--- src/inc/asp_pkg.sv ---
// Purpose: Shared constants of the serial audio port.
// Assumes: Byte-wide register port, 16-bit sample path.
// Notes:   Offsets are word indices on the plain register port.
package asp_pkg;

  // ****************************************************************
  // Widths
  // ****************************************************************
  localparam int ADDR_W    = 4;
  localparam int DATA_W    = 8;
  localparam int SAMPLE_W  = 16;
  localparam int WCNT_W    = 10;
  localparam int NUM_W     = 15;
  localparam int DEN_W     = 9;
  localparam int DIV_ACC_W = 16;
  localparam int WSIZE_W   = 5;
  localparam int TRIG_W    = 2;
  localparam int RXCNT_W   = 5;

  // ****************************************************************
  // Register offsets
  // ****************************************************************
  localparam logic [3:0] OFF_CFG_A  = 4'h0;
  localparam logic [3:0] OFF_CFG_B  = 4'h1;
  localparam logic [3:0] OFF_STATUS = 4'h2;
  localparam logic [3:0] OFF_FRAC0  = 4'h3;
  localparam logic [3:0] OFF_FRAC1  = 4'h4;
  localparam logic [3:0] OFF_FRAC2  = 4'h5;
  localparam logic [3:0] OFF_WCNT   = 4'h6;
  localparam logic [3:0] OFF_DATA_L = 4'h7;
  localparam logic [3:0] OFF_DATA_H = 4'h8;

  // ****************************************************************
  // Field positions
  // ****************************************************************
  localparam int CFGA_PORT_EN = 0;
  localparam int CFGA_MASTER  = 1;
  localparam int CFGA_RX_MONO = 2;
  localparam int CFGA_TX_MONO = 3;
  localparam int CFGA_COMPR   = 4;
  localparam int CFGA_EXPAND  = 5;
  localparam int CFGB_WSIZE   = 0;
  localparam int CFGB_TRIG    = 5;
  localparam int FRAC2_DEN8   = 7;

  // ****************************************************************
  // Reset values and codes
  // ****************************************************************
  localparam logic [7:0] RST_CFG_A = 8'h00;
  localparam logic [7:0] RST_CFG_B = 8'h0F;
  localparam logic [7:0] RST_FRAC0 = 8'h93;
  localparam logic [7:0] RST_FRAC1 = 8'hE2;
  localparam logic [7:0] RST_FRAC2 = 8'h04;
  localparam logic [1:0] TRIG_NONE  = 2'h0;
  localparam logic [1:0] TRIG_SOF   = 2'h1;
  localparam logic [1:0] TRIG_TIMER = 2'h2;
  localparam logic [1:0] TRIG_PIN   = 2'h3;
  localparam logic [16:0] ULAW_BIAS = 17'h00084;
  localparam logic [16:0] ULAW_CLIP = 17'h07F7B;
  localparam logic [4:0]  RX_FULL   = 5'h10;

endpackage

--- src/logic/asp_top.sv ---
// Purpose: Serial audio port with registers, link and compander.
// Assumes: Pins are asynchronous; triggers come from this clock domain.
// Notes:   Registers are eight bits wide on a plain strobe port.
//
// Contract
// - Read low first; high read ends sample.
// - Stereo receive shows channel of held sample.
// - Master mode drives SCK and WS.
// - SCK equals clock over twice ratio.
// - Numerator and denominator split over three registers.
// - Short words padded with low zeros.
// - Received words keep sixteen top bits.
// - Slave mode takes SCK and WS in.
// - Slave sends zeros after buffer exhausted; this port resends the last held word.
// - Mono receive drops right channel words.
// - Mono transmit repeats word on both.
// - Word counter snapshots and clears on trigger.
// - Trigger select chooses snapshot source.
// - Word counter saturates at maximum.
// - Enabled port expands and compresses samples.
// - Stand-alone expansion result one cycle later.
// - Stand-alone compression result one cycle later.
// - MSB first, WS low left.
// - Receive flag sets, high read clears.
// - Port enable runs link; compander standalone.
//
// Decided for this implementation: the register addresses and the strobed register port.
`timescale 1ns/1ns
module asp_top (
  // Clock and reset
  input  wire logic                       core_clk_i,
  input  wire logic                       arst_n_i,
  input  wire logic                       ce_i,
  // Register port
  input  wire logic [asp_pkg::ADDR_W-1:0] reg_addr_i,
  input  wire logic [asp_pkg::DATA_W-1:0] reg_wdata_i,
  input  wire logic                       reg_wr_i,
  input  wire logic                       reg_rd_i,
  output      logic [asp_pkg::DATA_W-1:0] reg_rdata_o,
  // Link pins
  input  wire logic                       sck_i,
  output      logic                       sck_o,
  output      logic                       sck_oe_n_o,
  input  wire logic                       ws_i,
  output      logic                       ws_o,
  output      logic                       ws_oe_n_o,
  input  wire logic                       sd_rx_i,
  output      logic                       sd_tx_o,
  // Snapshot triggers
  input  wire logic                       usb_sof_i,
  input  wire logic                       timer_one_cmp_zero_i,
  input  wire logic                       pin_change_trigger_i,
  // Transfer events
  output      logic                       rx_dma_trigger_o,
  output      logic                       tx_dma_trigger_o
);

  // ****************************************************************
  // Configuration registers
  // ****************************************************************
  logic [7:0] audio_config_a;
  logic [7:0] audio_config_b;
  logic [7:0] clk_frac_reg0;
  logic [7:0] clk_frac_reg1;
  logic [7:0] clk_frac_reg2;
  logic       wr_hit_data_h;
  logic       wr_hit_wcnt;
  logic       rd_hit_data_h;

  assign wr_hit_data_h = reg_wr_i && reg_addr_i == asp_pkg::OFF_DATA_H;
  assign wr_hit_wcnt   = reg_wr_i && reg_addr_i == asp_pkg::OFF_WCNT;
  assign rd_hit_data_h = reg_rd_i && reg_addr_i == asp_pkg::OFF_DATA_H;

  always_ff @(posedge core_clk_i or negedge arst_n_i) begin
    if (!arst_n_i) begin
      audio_config_a <= asp_pkg::RST_CFG_A;
      audio_config_b <= asp_pkg::RST_CFG_B;
      clk_frac_reg0  <= asp_pkg::RST_FRAC0;
      clk_frac_reg1  <= asp_pkg::RST_FRAC1;
      clk_frac_reg2  <= asp_pkg::RST_FRAC2;
    end else if (ce_i && reg_wr_i) begin
      unique case (reg_addr_i)
        asp_pkg::OFF_CFG_A: audio_config_a <= reg_wdata_i;
        asp_pkg::OFF_CFG_B: audio_config_b <= reg_wdata_i;
        asp_pkg::OFF_FRAC0: clk_frac_reg0  <= reg_wdata_i;
        asp_pkg::OFF_FRAC1: clk_frac_reg1  <= reg_wdata_i;
        asp_pkg::OFF_FRAC2: clk_frac_reg2  <= reg_wdata_i;
        default: ;
      endcase
    end
  end

  logic                             port_enable;
  logic                             master_select;
  logic                             rx_mono_enable;
  logic                             tx_mono_enable;
  logic                             compress_enable;
  logic                             expand_enable;
  logic [asp_pkg::WSIZE_W-1:0]      word_size_field;
  logic [asp_pkg::TRIG_W-1:0]       trigger_select;
  logic [asp_pkg::NUM_W-1:0]        div_num;
  logic [asp_pkg::DEN_W-1:0]        clk_ratio_a;
  logic                             run;
  logic                             mst_run;

  assign port_enable     = audio_config_a[asp_pkg::CFGA_PORT_EN];
  assign master_select   = audio_config_a[asp_pkg::CFGA_MASTER];
  assign rx_mono_enable  = audio_config_a[asp_pkg::CFGA_RX_MONO];
  assign tx_mono_enable  = audio_config_a[asp_pkg::CFGA_TX_MONO];
  assign compress_enable = audio_config_a[asp_pkg::CFGA_COMPR];
  assign expand_enable   = audio_config_a[asp_pkg::CFGA_EXPAND];
  assign word_size_field =
    audio_config_b[asp_pkg::CFGB_WSIZE +: asp_pkg::WSIZE_W];
  assign trigger_select  =
    audio_config_b[asp_pkg::CFGB_TRIG +: asp_pkg::TRIG_W];
  assign div_num     = {clk_frac_reg2[6:0], clk_frac_reg1};
  assign clk_ratio_a = {clk_frac_reg2[asp_pkg::FRAC2_DEN8], clk_frac_reg0};
  assign run     = port_enable;
  assign mst_run = port_enable && master_select;

  // ****************************************************************
  // Pin synchronisers and link clock
  // ****************************************************************
  logic sck_s1, sck_s2, ws_s1, ws_s2, sd_s1, sd_s2;
  logic pin_s1, pin_s2, pin_s3;

  always_ff @(posedge core_clk_i or negedge arst_n_i) begin
    if (!arst_n_i) begin
      {sck_s1, sck_s2, ws_s1, ws_s2} <= 4'h0;
      {sd_s1, sd_s2, pin_s1, pin_s2, pin_s3} <= 5'h00;
    end else if (ce_i) begin
      sck_s1 <= sck_i;
      sck_s2 <= sck_s1;
      ws_s1  <= ws_i;
      ws_s2  <= ws_s1;
      sd_s1  <= sd_rx_i;
      sd_s2  <= sd_s1;
      pin_s1 <= pin_change_trigger_i;
      pin_s2 <= pin_s1;
      pin_s3 <= pin_s2;
    end
  end

  logic div_sck;
  logic link_sck;
  logic link_sck_d;
  logic link_ws;
  logic ws_drv;
  logic sck_rise;
  logic sck_fall;

  asp_sck_div u_div (
    .core_clk_i (core_clk_i),
    .arst_n_i   (arst_n_i),
    .ce_i       (ce_i),
    .run_i      (mst_run),
    .num_i      (div_num),
    .den_i      (clk_ratio_a),
    .sck_o      (div_sck)
  );

  assign link_sck = master_select ? div_sck : sck_s2;
  assign link_ws  = master_select ? ws_drv : ws_s2;
  assign sck_rise = run && link_sck && !link_sck_d;
  assign sck_fall = run && !link_sck && link_sck_d;

  always_ff @(posedge core_clk_i or negedge arst_n_i) begin
    if (!arst_n_i) begin
      link_sck_d <= 1'b0;
    end else if (ce_i) begin
      link_sck_d <= link_sck;
    end
  end

  assign sck_o      = div_sck;
  assign ws_o       = ws_drv;
  assign sck_oe_n_o = !mst_run;
  assign ws_oe_n_o  = !mst_run;

  // ****************************************************************
  // Master word select
  // ****************************************************************
  logic [asp_pkg::WSIZE_W-1:0] bit_cnt;
  logic [asp_pkg::WSIZE_W-1:0] next_bit_cnt;

  assign next_bit_cnt = (bit_cnt == word_size_field) ? '0 : bit_cnt + 1'b1;

  always_ff @(posedge core_clk_i or negedge arst_n_i) begin
    if (!arst_n_i) begin
      bit_cnt <= '0;
      ws_drv  <= 1'b0;
    end else if (ce_i) begin
      if (!mst_run) begin
        bit_cnt <= '0;
        ws_drv  <= 1'b0;
      end else if (sck_fall) begin
        bit_cnt <= next_bit_cnt;
        if (next_bit_cnt == word_size_field) begin
          ws_drv <= ~ws_drv;
        end
      end
    end
  end

  // ****************************************************************
  // Word boundaries seen at rising edges
  // ****************************************************************
  logic ws_smp;
  logic ws_chg;
  logic new_word;

  assign ws_chg = sck_rise && (link_ws != ws_smp);

  always_ff @(posedge core_clk_i or negedge arst_n_i) begin
    if (!arst_n_i) begin
      ws_smp   <= 1'b0;
      new_word <= 1'b0;
    end else if (ce_i) begin
      if (!run) begin
        ws_smp   <= 1'b0;
        new_word <= 1'b0;
      end else if (sck_rise) begin
        ws_smp   <= link_ws;
        new_word <= ws_chg;
      end else if (sck_fall) begin
        new_word <= 1'b0;
      end
    end
  end

  // ****************************************************************
  // Receiver
  // ****************************************************************
  logic [15:0]                 rx_sr;
  logic [asp_pkg::RXCNT_W-1:0] rx_cnt;
  logic [15:0]                 next_rx_sr;
  logic [asp_pkg::RXCNT_W-1:0] next_rx_cnt;
  logic [15:0]                 rx_word;
  logic                        rx_deliver;

  always_comb begin
    next_rx_sr  = rx_sr;
    next_rx_cnt = rx_cnt;
    if (rx_cnt < asp_pkg::RX_FULL) begin
      next_rx_sr  = {rx_sr[14:0], sd_s2};
      next_rx_cnt = rx_cnt + 1'b1;
    end
  end

  assign rx_word = next_rx_sr << (asp_pkg::RX_FULL - next_rx_cnt);
  assign rx_deliver = ws_chg && (!rx_mono_enable || !ws_smp);

  always_ff @(posedge core_clk_i or negedge arst_n_i) begin
    if (!arst_n_i) begin
      rx_sr  <= '0;
      rx_cnt <= '0;
    end else if (ce_i) begin
      if (!run || ws_chg) begin
        rx_sr  <= '0;
        rx_cnt <= '0;
      end else if (sck_rise) begin
        rx_sr  <= next_rx_sr;
        rx_cnt <= next_rx_cnt;
      end
    end
  end

  // ****************************************************************
  // Compander
  // ****************************************************************
  logic [7:0]  tx_low_stage;
  logic [15:0] cmp_in;
  logic [7:0]  cmp_out;
  logic [15:0] exp_out;

  assign cmp_in = run ? rx_word : {reg_wdata_i, tx_low_stage};

  asp_ulaw u_ulaw (
    .pcm_i  (cmp_in),
    .code_o (cmp_out),
    .code_i (reg_wdata_i),
    .pcm_o  (exp_out)
  );

  // ****************************************************************
  // Transmitter
  // ****************************************************************
  logic [15:0] tx_hold;
  logic [15:0] tx_cur;
  logic [15:0] tx_sr;
  logic        tx_fetch;
  logic [15:0] tx_load;
  logic        tx_left_right;

  assign tx_fetch = sck_fall && new_word && (!tx_mono_enable || !ws_smp);
  assign tx_load  = tx_fetch ? tx_hold : tx_cur;

  always_ff @(posedge core_clk_i or negedge arst_n_i) begin
    if (!arst_n_i) begin
      tx_low_stage <= 8'h00;
      tx_hold      <= '0;
    end else if (ce_i && reg_wr_i) begin
      if (reg_addr_i == asp_pkg::OFF_DATA_L) begin
        tx_low_stage <= reg_wdata_i;
      end else if (wr_hit_data_h && run) begin
        tx_hold <= expand_enable ? exp_out : {reg_wdata_i, tx_low_stage};
      end
    end
  end

  always_ff @(posedge core_clk_i or negedge arst_n_i) begin
    if (!arst_n_i) begin
      tx_cur        <= '0;
      tx_sr         <= '0;
      sd_tx_o       <= 1'b0;
      tx_left_right <= 1'b0;
    end else if (ce_i) begin
      if (!run) begin
        tx_sr   <= '0;
        sd_tx_o <= 1'b0;
      end else if (sck_fall && new_word) begin
        if (tx_fetch) begin
          tx_cur        <= tx_hold;
          tx_left_right <= ~ws_smp;
        end
        sd_tx_o <= tx_load[15];
        tx_sr   <= {tx_load[14:0], 1'b0};
      end else if (sck_fall) begin
        sd_tx_o <= tx_sr[15];
        tx_sr   <= {tx_sr[14:0], 1'b0};
      end
    end
  end

  // ****************************************************************
  // Readable data registers and flags
  // ****************************************************************
  logic [7:0] audio_data_high;
  logic [7:0] audio_data_low;
  logic       rx_left_right;
  logic       rx_complete_flag;
  logic       tx_complete_flag;

  always_ff @(posedge core_clk_i or negedge arst_n_i) begin
    if (!arst_n_i) begin
      audio_data_high <= 8'h00;
      audio_data_low  <= 8'h00;
      rx_left_right   <= 1'b0;
    end else if (ce_i) begin
      if (rx_deliver) begin
        rx_left_right <= ws_smp;
        if (compress_enable) begin
          audio_data_high <= cmp_out;
          audio_data_low  <= 8'h00;
        end else begin
          audio_data_high <= rx_word[15:8];
          audio_data_low  <= rx_word[7:0];
        end
      end else if (wr_hit_data_h && !run) begin
        if (expand_enable && !compress_enable) begin
          audio_data_high <= exp_out[15:8];
          audio_data_low  <= exp_out[7:0];
        end else if (compress_enable && !expand_enable) begin
          audio_data_high <= cmp_out;
        end
      end
    end
  end

  // A sample landing in the same cycle as the clearing read wins.
  always_ff @(posedge core_clk_i or negedge arst_n_i) begin
    if (!arst_n_i) begin
      rx_complete_flag <= 1'b0;
      tx_complete_flag <= 1'b0;
    end else if (ce_i) begin
      if (rx_deliver) begin
        rx_complete_flag <= 1'b1;
      end else if (rd_hit_data_h) begin
        rx_complete_flag <= 1'b0;
      end
      if (tx_fetch) begin
        tx_complete_flag <= 1'b1;
      end else if (wr_hit_data_h) begin
        tx_complete_flag <= 1'b0;
      end
    end
  end

  always_ff @(posedge core_clk_i or negedge arst_n_i) begin
    if (!arst_n_i) begin
      rx_dma_trigger_o <= 1'b0;
      tx_dma_trigger_o <= 1'b0;
    end else if (ce_i) begin
      rx_dma_trigger_o <= rx_deliver;
      tx_dma_trigger_o <= tx_fetch;
    end
  end

  // ****************************************************************
  // Word counter
  // ****************************************************************
  logic [asp_pkg::WCNT_W-1:0] wcnt;
  logic [asp_pkg::WCNT_W-1:0] wcnt_snap;
  logic                       trig_hit;
  logic                       snap_now;

  always_comb begin
    unique case (trigger_select)
      asp_pkg::TRIG_NONE:  trig_hit = 1'b0;
      asp_pkg::TRIG_SOF:   trig_hit = usb_sof_i;
      asp_pkg::TRIG_TIMER: trig_hit = timer_one_cmp_zero_i;
      asp_pkg::TRIG_PIN:   trig_hit = pin_s2 ^ pin_s3;
    endcase
  end

  assign snap_now = trig_hit || wr_hit_wcnt;

  always_ff @(posedge core_clk_i or negedge arst_n_i) begin
    if (!arst_n_i) begin
      wcnt      <= '0;
      wcnt_snap <= '0;
    end else if (ce_i) begin
      if (snap_now) begin
        wcnt_snap <= wcnt;
        wcnt      <= ws_chg ? asp_pkg::WCNT_W'(1) : '0;
      end else if (ws_chg && wcnt != '1) begin
        wcnt <= wcnt + 1'b1;
      end
    end
  end

  // ****************************************************************
  // Read port
  // ****************************************************************
  // high read closes sample.
  always_ff @(posedge core_clk_i or negedge arst_n_i) begin
    if (!arst_n_i) begin
      reg_rdata_o <= 8'h00;
    end else if (ce_i) begin
      reg_rdata_o <= 8'h00;
      if (reg_rd_i) begin
        unique case (reg_addr_i)
          asp_pkg::OFF_CFG_A:  reg_rdata_o <= audio_config_a;
          asp_pkg::OFF_CFG_B:  reg_rdata_o <= audio_config_b;
          asp_pkg::OFF_STATUS: reg_rdata_o <= {wcnt_snap[9:8],
            rx_left_right, tx_left_right, 2'b00, tx_complete_flag,
            rx_complete_flag};
          asp_pkg::OFF_FRAC0:  reg_rdata_o <= clk_frac_reg0;
          asp_pkg::OFF_FRAC1:  reg_rdata_o <= clk_frac_reg1;
          asp_pkg::OFF_FRAC2:  reg_rdata_o <= clk_frac_reg2;
          asp_pkg::OFF_WCNT:   reg_rdata_o <= wcnt_snap[7:0];
          asp_pkg::OFF_DATA_L: reg_rdata_o <= audio_data_low;
          asp_pkg::OFF_DATA_H: reg_rdata_o <= audio_data_high;
          default:             reg_rdata_o <= 8'h00;
        endcase
      end
    end
  end

endmodule

--- src/logic/asp_sck_div.sv ---
// Purpose: Fractional divider making the link bit clock.
// Assumes: Numerator over denominator stays at or above 3.35.
// Notes:   Half an SCK period lasts num/den system clocks on average.
`timescale 1ns/1ns
module asp_sck_div (
  // Clock and reset
  input  wire logic                        core_clk_i,
  input  wire logic                        arst_n_i,
  input  wire logic                        ce_i,
  // Control
  input  wire logic                        run_i,
  input  wire logic [asp_pkg::NUM_W-1:0]   num_i,
  input  wire logic [asp_pkg::DEN_W-1:0]   den_i,
  // Clock out
  output      logic                        sck_o
);

  logic [asp_pkg::DIV_ACC_W-1:0] acc;
  logic [asp_pkg::DIV_ACC_W-1:0] next_acc;

  assign next_acc = acc + asp_pkg::DIV_ACC_W'(den_i);

  always_ff @(posedge core_clk_i or negedge arst_n_i) begin
    if (!arst_n_i) begin
      acc   <= '0;
      sck_o <= 1'b0;
    end else if (ce_i) begin
      if (!run_i) begin
        acc   <= '0;
        sck_o <= 1'b0;
      end else if (next_acc >= asp_pkg::DIV_ACC_W'(num_i)) begin
        acc   <= next_acc - asp_pkg::DIV_ACC_W'(num_i);
        sck_o <= ~sck_o;
      end else begin
        acc <= next_acc;
      end
    end
  end

endmodule

--- src/logic/asp_ulaw.sv ---
// Purpose: Mu-law compander, both directions, combinational.
// Assumes: Samples are two's complement 16-bit.
// Notes:   Callers register the results.
`timescale 1ns/1ns
module asp_ulaw (
  // Compression path
  input  wire logic [15:0] pcm_i,
  output      logic [7:0]  code_o,
  // Expansion path
  input  wire logic [7:0]  code_i,
  output      logic [15:0] pcm_o
);

  always_comb begin
    logic [16:0] mag;
    logic [2:0]  expo;
    logic [16:0] shifted;
    mag  = pcm_i[15] ? 17'(-{pcm_i[15], pcm_i}) : {1'b0, pcm_i};
    expo = 3'h0;
    shifted = 17'h00000;
    if (mag > asp_pkg::ULAW_CLIP) begin
      mag = asp_pkg::ULAW_CLIP;
    end
    mag = mag + asp_pkg::ULAW_BIAS;
    for (int i = 0; i < 8; i++) begin
      if (mag[i + 7]) begin
        expo = 3'(i);
      end
    end
    // The shift reaches ten, so the sum needs four bits.
    shifted = mag >> (4'(expo) + 4'h3);
    code_o  = ~{pcm_i[15], expo, shifted[3:0]};
  end

  always_comb begin
    logic [7:0]  inv;
    logic [16:0] mag;
    inv   = ~code_i;
    mag   = ({13'h0000, inv[3:0]} << 3) + asp_pkg::ULAW_BIAS;
    mag   = (mag << inv[6:4]) - asp_pkg::ULAW_BIAS;
    pcm_o = inv[7] ? 16'(-mag) : mag[15:0];
  end

endmodule

--- config.mk ---
export PLATFORM = sky130hd
export DESIGN_NAME = asp_top
export DESIGN_NICKNAME = d
export VERILOG_FILES = /design/src/inc/asp_pkg.sv /design/src/logic/asp_top.sv /design/src/logic/asp_sck_div.sv /design/src/logic/asp_ulaw.sv
export SDC_FILE = /design/constraint.sdc
export NUM_CORES = 1
export LEC_CHECK = 0
export ABC_AREA = 1
export BUFFER_PORTS_ARGS = -buffer_cell sky130_fd_sc_hd__buf_2
export CAP_MARGIN = 20
export CORE_MARGIN = 2
export CORE_UTILIZATION = 36
export DETAILED_ROUTE_END_ITERATION = 10
export PLACE_DENSITY = 0.6
export SKIP_CTS_REPAIR_TIMING = 1
export SLEW_MARGIN = 30
export SYNTH_ARGS = -nofsm -noshare
export SYNTH_HDL_FRONTEND = slang
export SYNTH_SLANG_ARGS = --single-unit
--- constraint.sdc ---
create_clock -name core_clk_i -period 4.7 [get_ports core_clk_i]
set_clock_uncertainty 0.1 [all_clocks]
set_input_delay 0.705 -clock core_clk_i [delete_from_list [all_inputs] [get_ports core_clk_i]]
set_output_delay 0.705 -clock core_clk_i [all_outputs]
set_load 0.01 [all_outputs]
==> qor.csv <==
metric,value,unit
CP Max Fanout,7,
failing checks,setup timing,
sequential share of power,32.6,%
Final Max Slew Viols,0,
DRT Pass-1 Iters,5,
RSZ-0062 raised after global routing,true,
layout overhead on the synthesized area,25.8,%
status,"complete, but fails checks",
Core Rows,70,
Post-synth EDFFs,0,
synth unique cells,58,
CTS tree,yes,
critical path class,reg -> reg,
"Seq/Total Area, Yosys",37.7,%
"Slowest-stage cell, CP",dfrtp_1,
"slowest stage delay, CP",0.41,ns
H-tree levels,1,
Detailed Route Iter0 Violations,1001,
max cap viols,0,
Avg Vias per Cell,5.28,
WL final,42.4,mm
switching pwr,2.55,mW
Slew @ Worst Pin,0.817,ns
DIE WIDTH,197,um
Synth Instances,1881,
Setup-failing EPs final,4,
TritonCTS Sinks,202,
fraction of layout cells with a size suffix above 1,22.4,%
DR vias,13400,
initial antenna violation count,1,
synthesized area,13500,um^2
# DRC,0,
fin nets,2106,
Main synth FF type,dfrtp_1,
Core ar.,36700,um^2
fin crit share,101,%
fmax,0.211,GHz
clock network power share,28.1,%
combinational power share,39.3,%
Die ar.,38900,um^2
post-route minimum period,4.74,ns
Max Root-Sink Buffers,3,
share of flip-flops with an asynchronous set or reset,100,%
Pleak,8.10,nW
Worst EP arrival,5.10,ns
sw frac,37.9,%
Post-DP Area,15100,um^2
global-route wire length before repair,67.0,mm
clock latency on the worst-skew pair,0.53,ns
syn_nets,1940,
WL/cell,16.8,um
vias in the first global route,12700,
startpoint types,flop,
total clock buffers created by CTS,23,
post-DP HPWL,31.7,mm
Initial Utilization,36.7,%
internal power,4.18,mW
number of diodes,0,
Pwr per Cell Area,398,nW/um^2
largest net degree at the start of global routing,109,
"Design Area, Final",16900,um^2
Worst setup EP type,flop,
worst setup margin,-0.0419,ns
setup TNS,-0.0936,ns
CTS root buf,clkbuf_16,
total power draw,6.73,mW
Total Routing Usage GR,21.4,%
Hold Path Class,in -> reg,
Final Hold Fails,0,
io pins,38,
worst reg-to-reg setup slack,-0.04,ns
#FFs+latches synth,202,
post-route ant nets,0,
Die Y,197,um
Ys Warns,0,
syn avg cell area,7.15,um^2
Layout Utilization,46.1,%
port bufs,37,
Slew headroom,45.5,%
most frequent CP cell,nand2_2,
maximum VDD drop,0.262,mV
total congestion overflow,0,
Place WS,-0.292,ns
"Reg clk slew, reported paths",0.06,ns
Placer Congestion,0.950,
Worst Path Required,5.06,ns
[cell type report]
| cell class | count | area [um^2] |
|---|---|---|
| Fill cell | 3598 | 19800 |
| Multi-Input combinational cell | 1390 | 7950 |
| Sequential cell | 202 | 5070 |
| Timing Repair Buffer | 208 | 1660 |
| Inverter | 222 | 856 |
| Clock buffer | 31 | 646 |
| Tap cell | 468 | 586 |
| Clock inverter | 11 | 154 |
[cell usage in the layout, fill, tap and decap left out, types with 5 or more instances in the layout]
cell type / netlist / routed
inv_1: 204 / 196
buf_4: 3 / 145
dfstp_2: 13 / 13
nand2_2: 22 / 57
clkinv_1: 6 / 6
a221oi_1: 16 / 16
nand3_1: 135 / 103
clkbuf_8: 0 / 5
nand4_1: 11 / 11
ha_1: 34 / 30
xor2_1: 34 / 33
nor2_2: 10 / 18
nand3_4: 0 / 12
nand3_2: 6 / 26
o22ai_1: 32 / 32
inv_4: 2 / 5
a21oi_1: 90 / 85
a21oi_2: 1 / 5
buf_6: 10 / 14
clkbuf_16: 0 / 24
nor2_4: 3 / 15
a32o_1: 12 / 12
dfrtp_1: 189 / 188
xnor2_1: 16 / 15
nand3b_1: 6 / 6
or2_2: 6 / 6
a22o_1: 8 / 8
buf_12: 0 / 7
inv_2: 10 / 13
mux2i_1: 6 / 6
nor3_1: 13 / 11
a31oi_1: 6 / 6
nor2_1: 101 / 81
nand2_4: 4 / 21
buf_2: 5 / 37
o21ai_0: 199 / 196
o21bai_1: 8 / 7
o211ai_1: 18 / 18
o21ai_1: 26 / 23
nand2_1: 537 / 486
[state kept, by name (all words and copies together) (netlist names), 10 cells and up]
signal and count:
tx_cur 16, rx_sr 16, wcnt_snap 10, u_div.acc 16, wcnt 10, tx_sr 15
tx_hold 16
[final timing paths]
| check | startpoint | end | cells past startpoint |
|---|---|---|---|
| min in group asynchronous | arst_n_i | tx_low_stage[1] | 2 |
| max reg2reg | rx_cnt[0] | audio_data_high[3] | 41 |
| min reg2reg | pin_s1 | pin_s1 | 2 |
| min | pin_change_trigger_i | pin_s1 | 3 |
| max | rx_cnt[0] | audio_data_high[3] | 41 |
| max in group asynchronous | arst_n_i | tx_sr[12] | 3 |
[through the flow]
step / hold WS [ns] / std cells
floorplan: 0.309 / 1881
global placement: 0.362 / 2463
detailed placement: 0.363 / 2463
CTS: 0.214 / 2505
global route: 0.316 / 2532
finish: 0.305 / 2532
[logic make-up (layout without fill, tap and decap cells)]
kind of cell             count (synthesis)  count (layout)  share of synthesized area [%]
AND/OR/NAND/NOR                        862             864                           27.6
AO/OA/AOI/OAI                          433             433                           18.5
buffers and inverters                  291             472                           8.93
flip-flops                             202             202                           37.7
XOR/XNOR                                51              51                           3.38
adder cells (fa/ha/maj)                 36              36                           3.46
multiplexers                             6               6                          0.446
[cell usage after synthesis, types with 3 or more instances]
library cell    n  share of area [%]
a21oi_1        90                3.3
a221oi_1       16                1.0
a22o_1          8               0.52
a31oi_1         6               0.28
a32o_1         12               0.89
buf_1           3              0.084
buf_2           5               0.19
buf_4           3               0.17
buf_6          10               0.84
clkbuf_1       47                1.3
clkinv_1        6               0.17
dfrtp_1       189                 35
dfstp_2        13                2.5
ha_1           34                3.2
inv_1         204                5.7
inv_2          10               0.28
mux2i_1         6               0.45
nand2_1       537                 15
nand2_2        22                1.0
nand2_4         4               0.33
nand3_1       135                5.0
nand3_2         6               0.45
nand3b_1        6               0.33
nand4_1        11               0.51
nor2_1        101                2.8
nor2_2         10               0.46
nor2_4          3               0.25
nor3_1         13               0.48
nor4_1          3               0.14
o211ai_1       18                1.0
o21ai_0       199                7.4
o21ai_1        26               0.97
o21bai_1        8               0.45
o22ai_1        32                1.5
o31ai_1         3               0.17
or2_2           6               0.28
xnor2_1        16                1.0
xor2_1         34                2.2
[power groups by stage]
stage / Clock (mW) / Combinational [mW] / Sequential [mW]
final: 1.89 / 2.65 / 2.20
after global routing: 2.00 / 2.94 / 2.22
after CTS: 1.93 / 2.24 / 2.19
after detailed placement: 0 / 2.23 / 2.22
after global placement: 0 / 2.21 / 2.22
after floorplan: 0 / 1.51 / 2.11
[routing by layer]
layer	wire (um)	track usage, %	up-vias
li1	-	-	6580
met3	2420	2.39	56
met4	867	5.12	0
met2	20200	36.2	364
met5	0	0	-
met1	19000	29.3	6359
[worst max-delay path, delay by kind of cell, from the launching register on]
kind	cells	cell delay [ns]
flip-flops	1	0.41
buffers and inverters	7	0.88
AO/OA/AOI/OAI	3	0.48
AND/OR/NAND/NOR	30	2.55
adder cells (fa/ha/maj)	1	0.27
(Power assumes the default switching activity.)
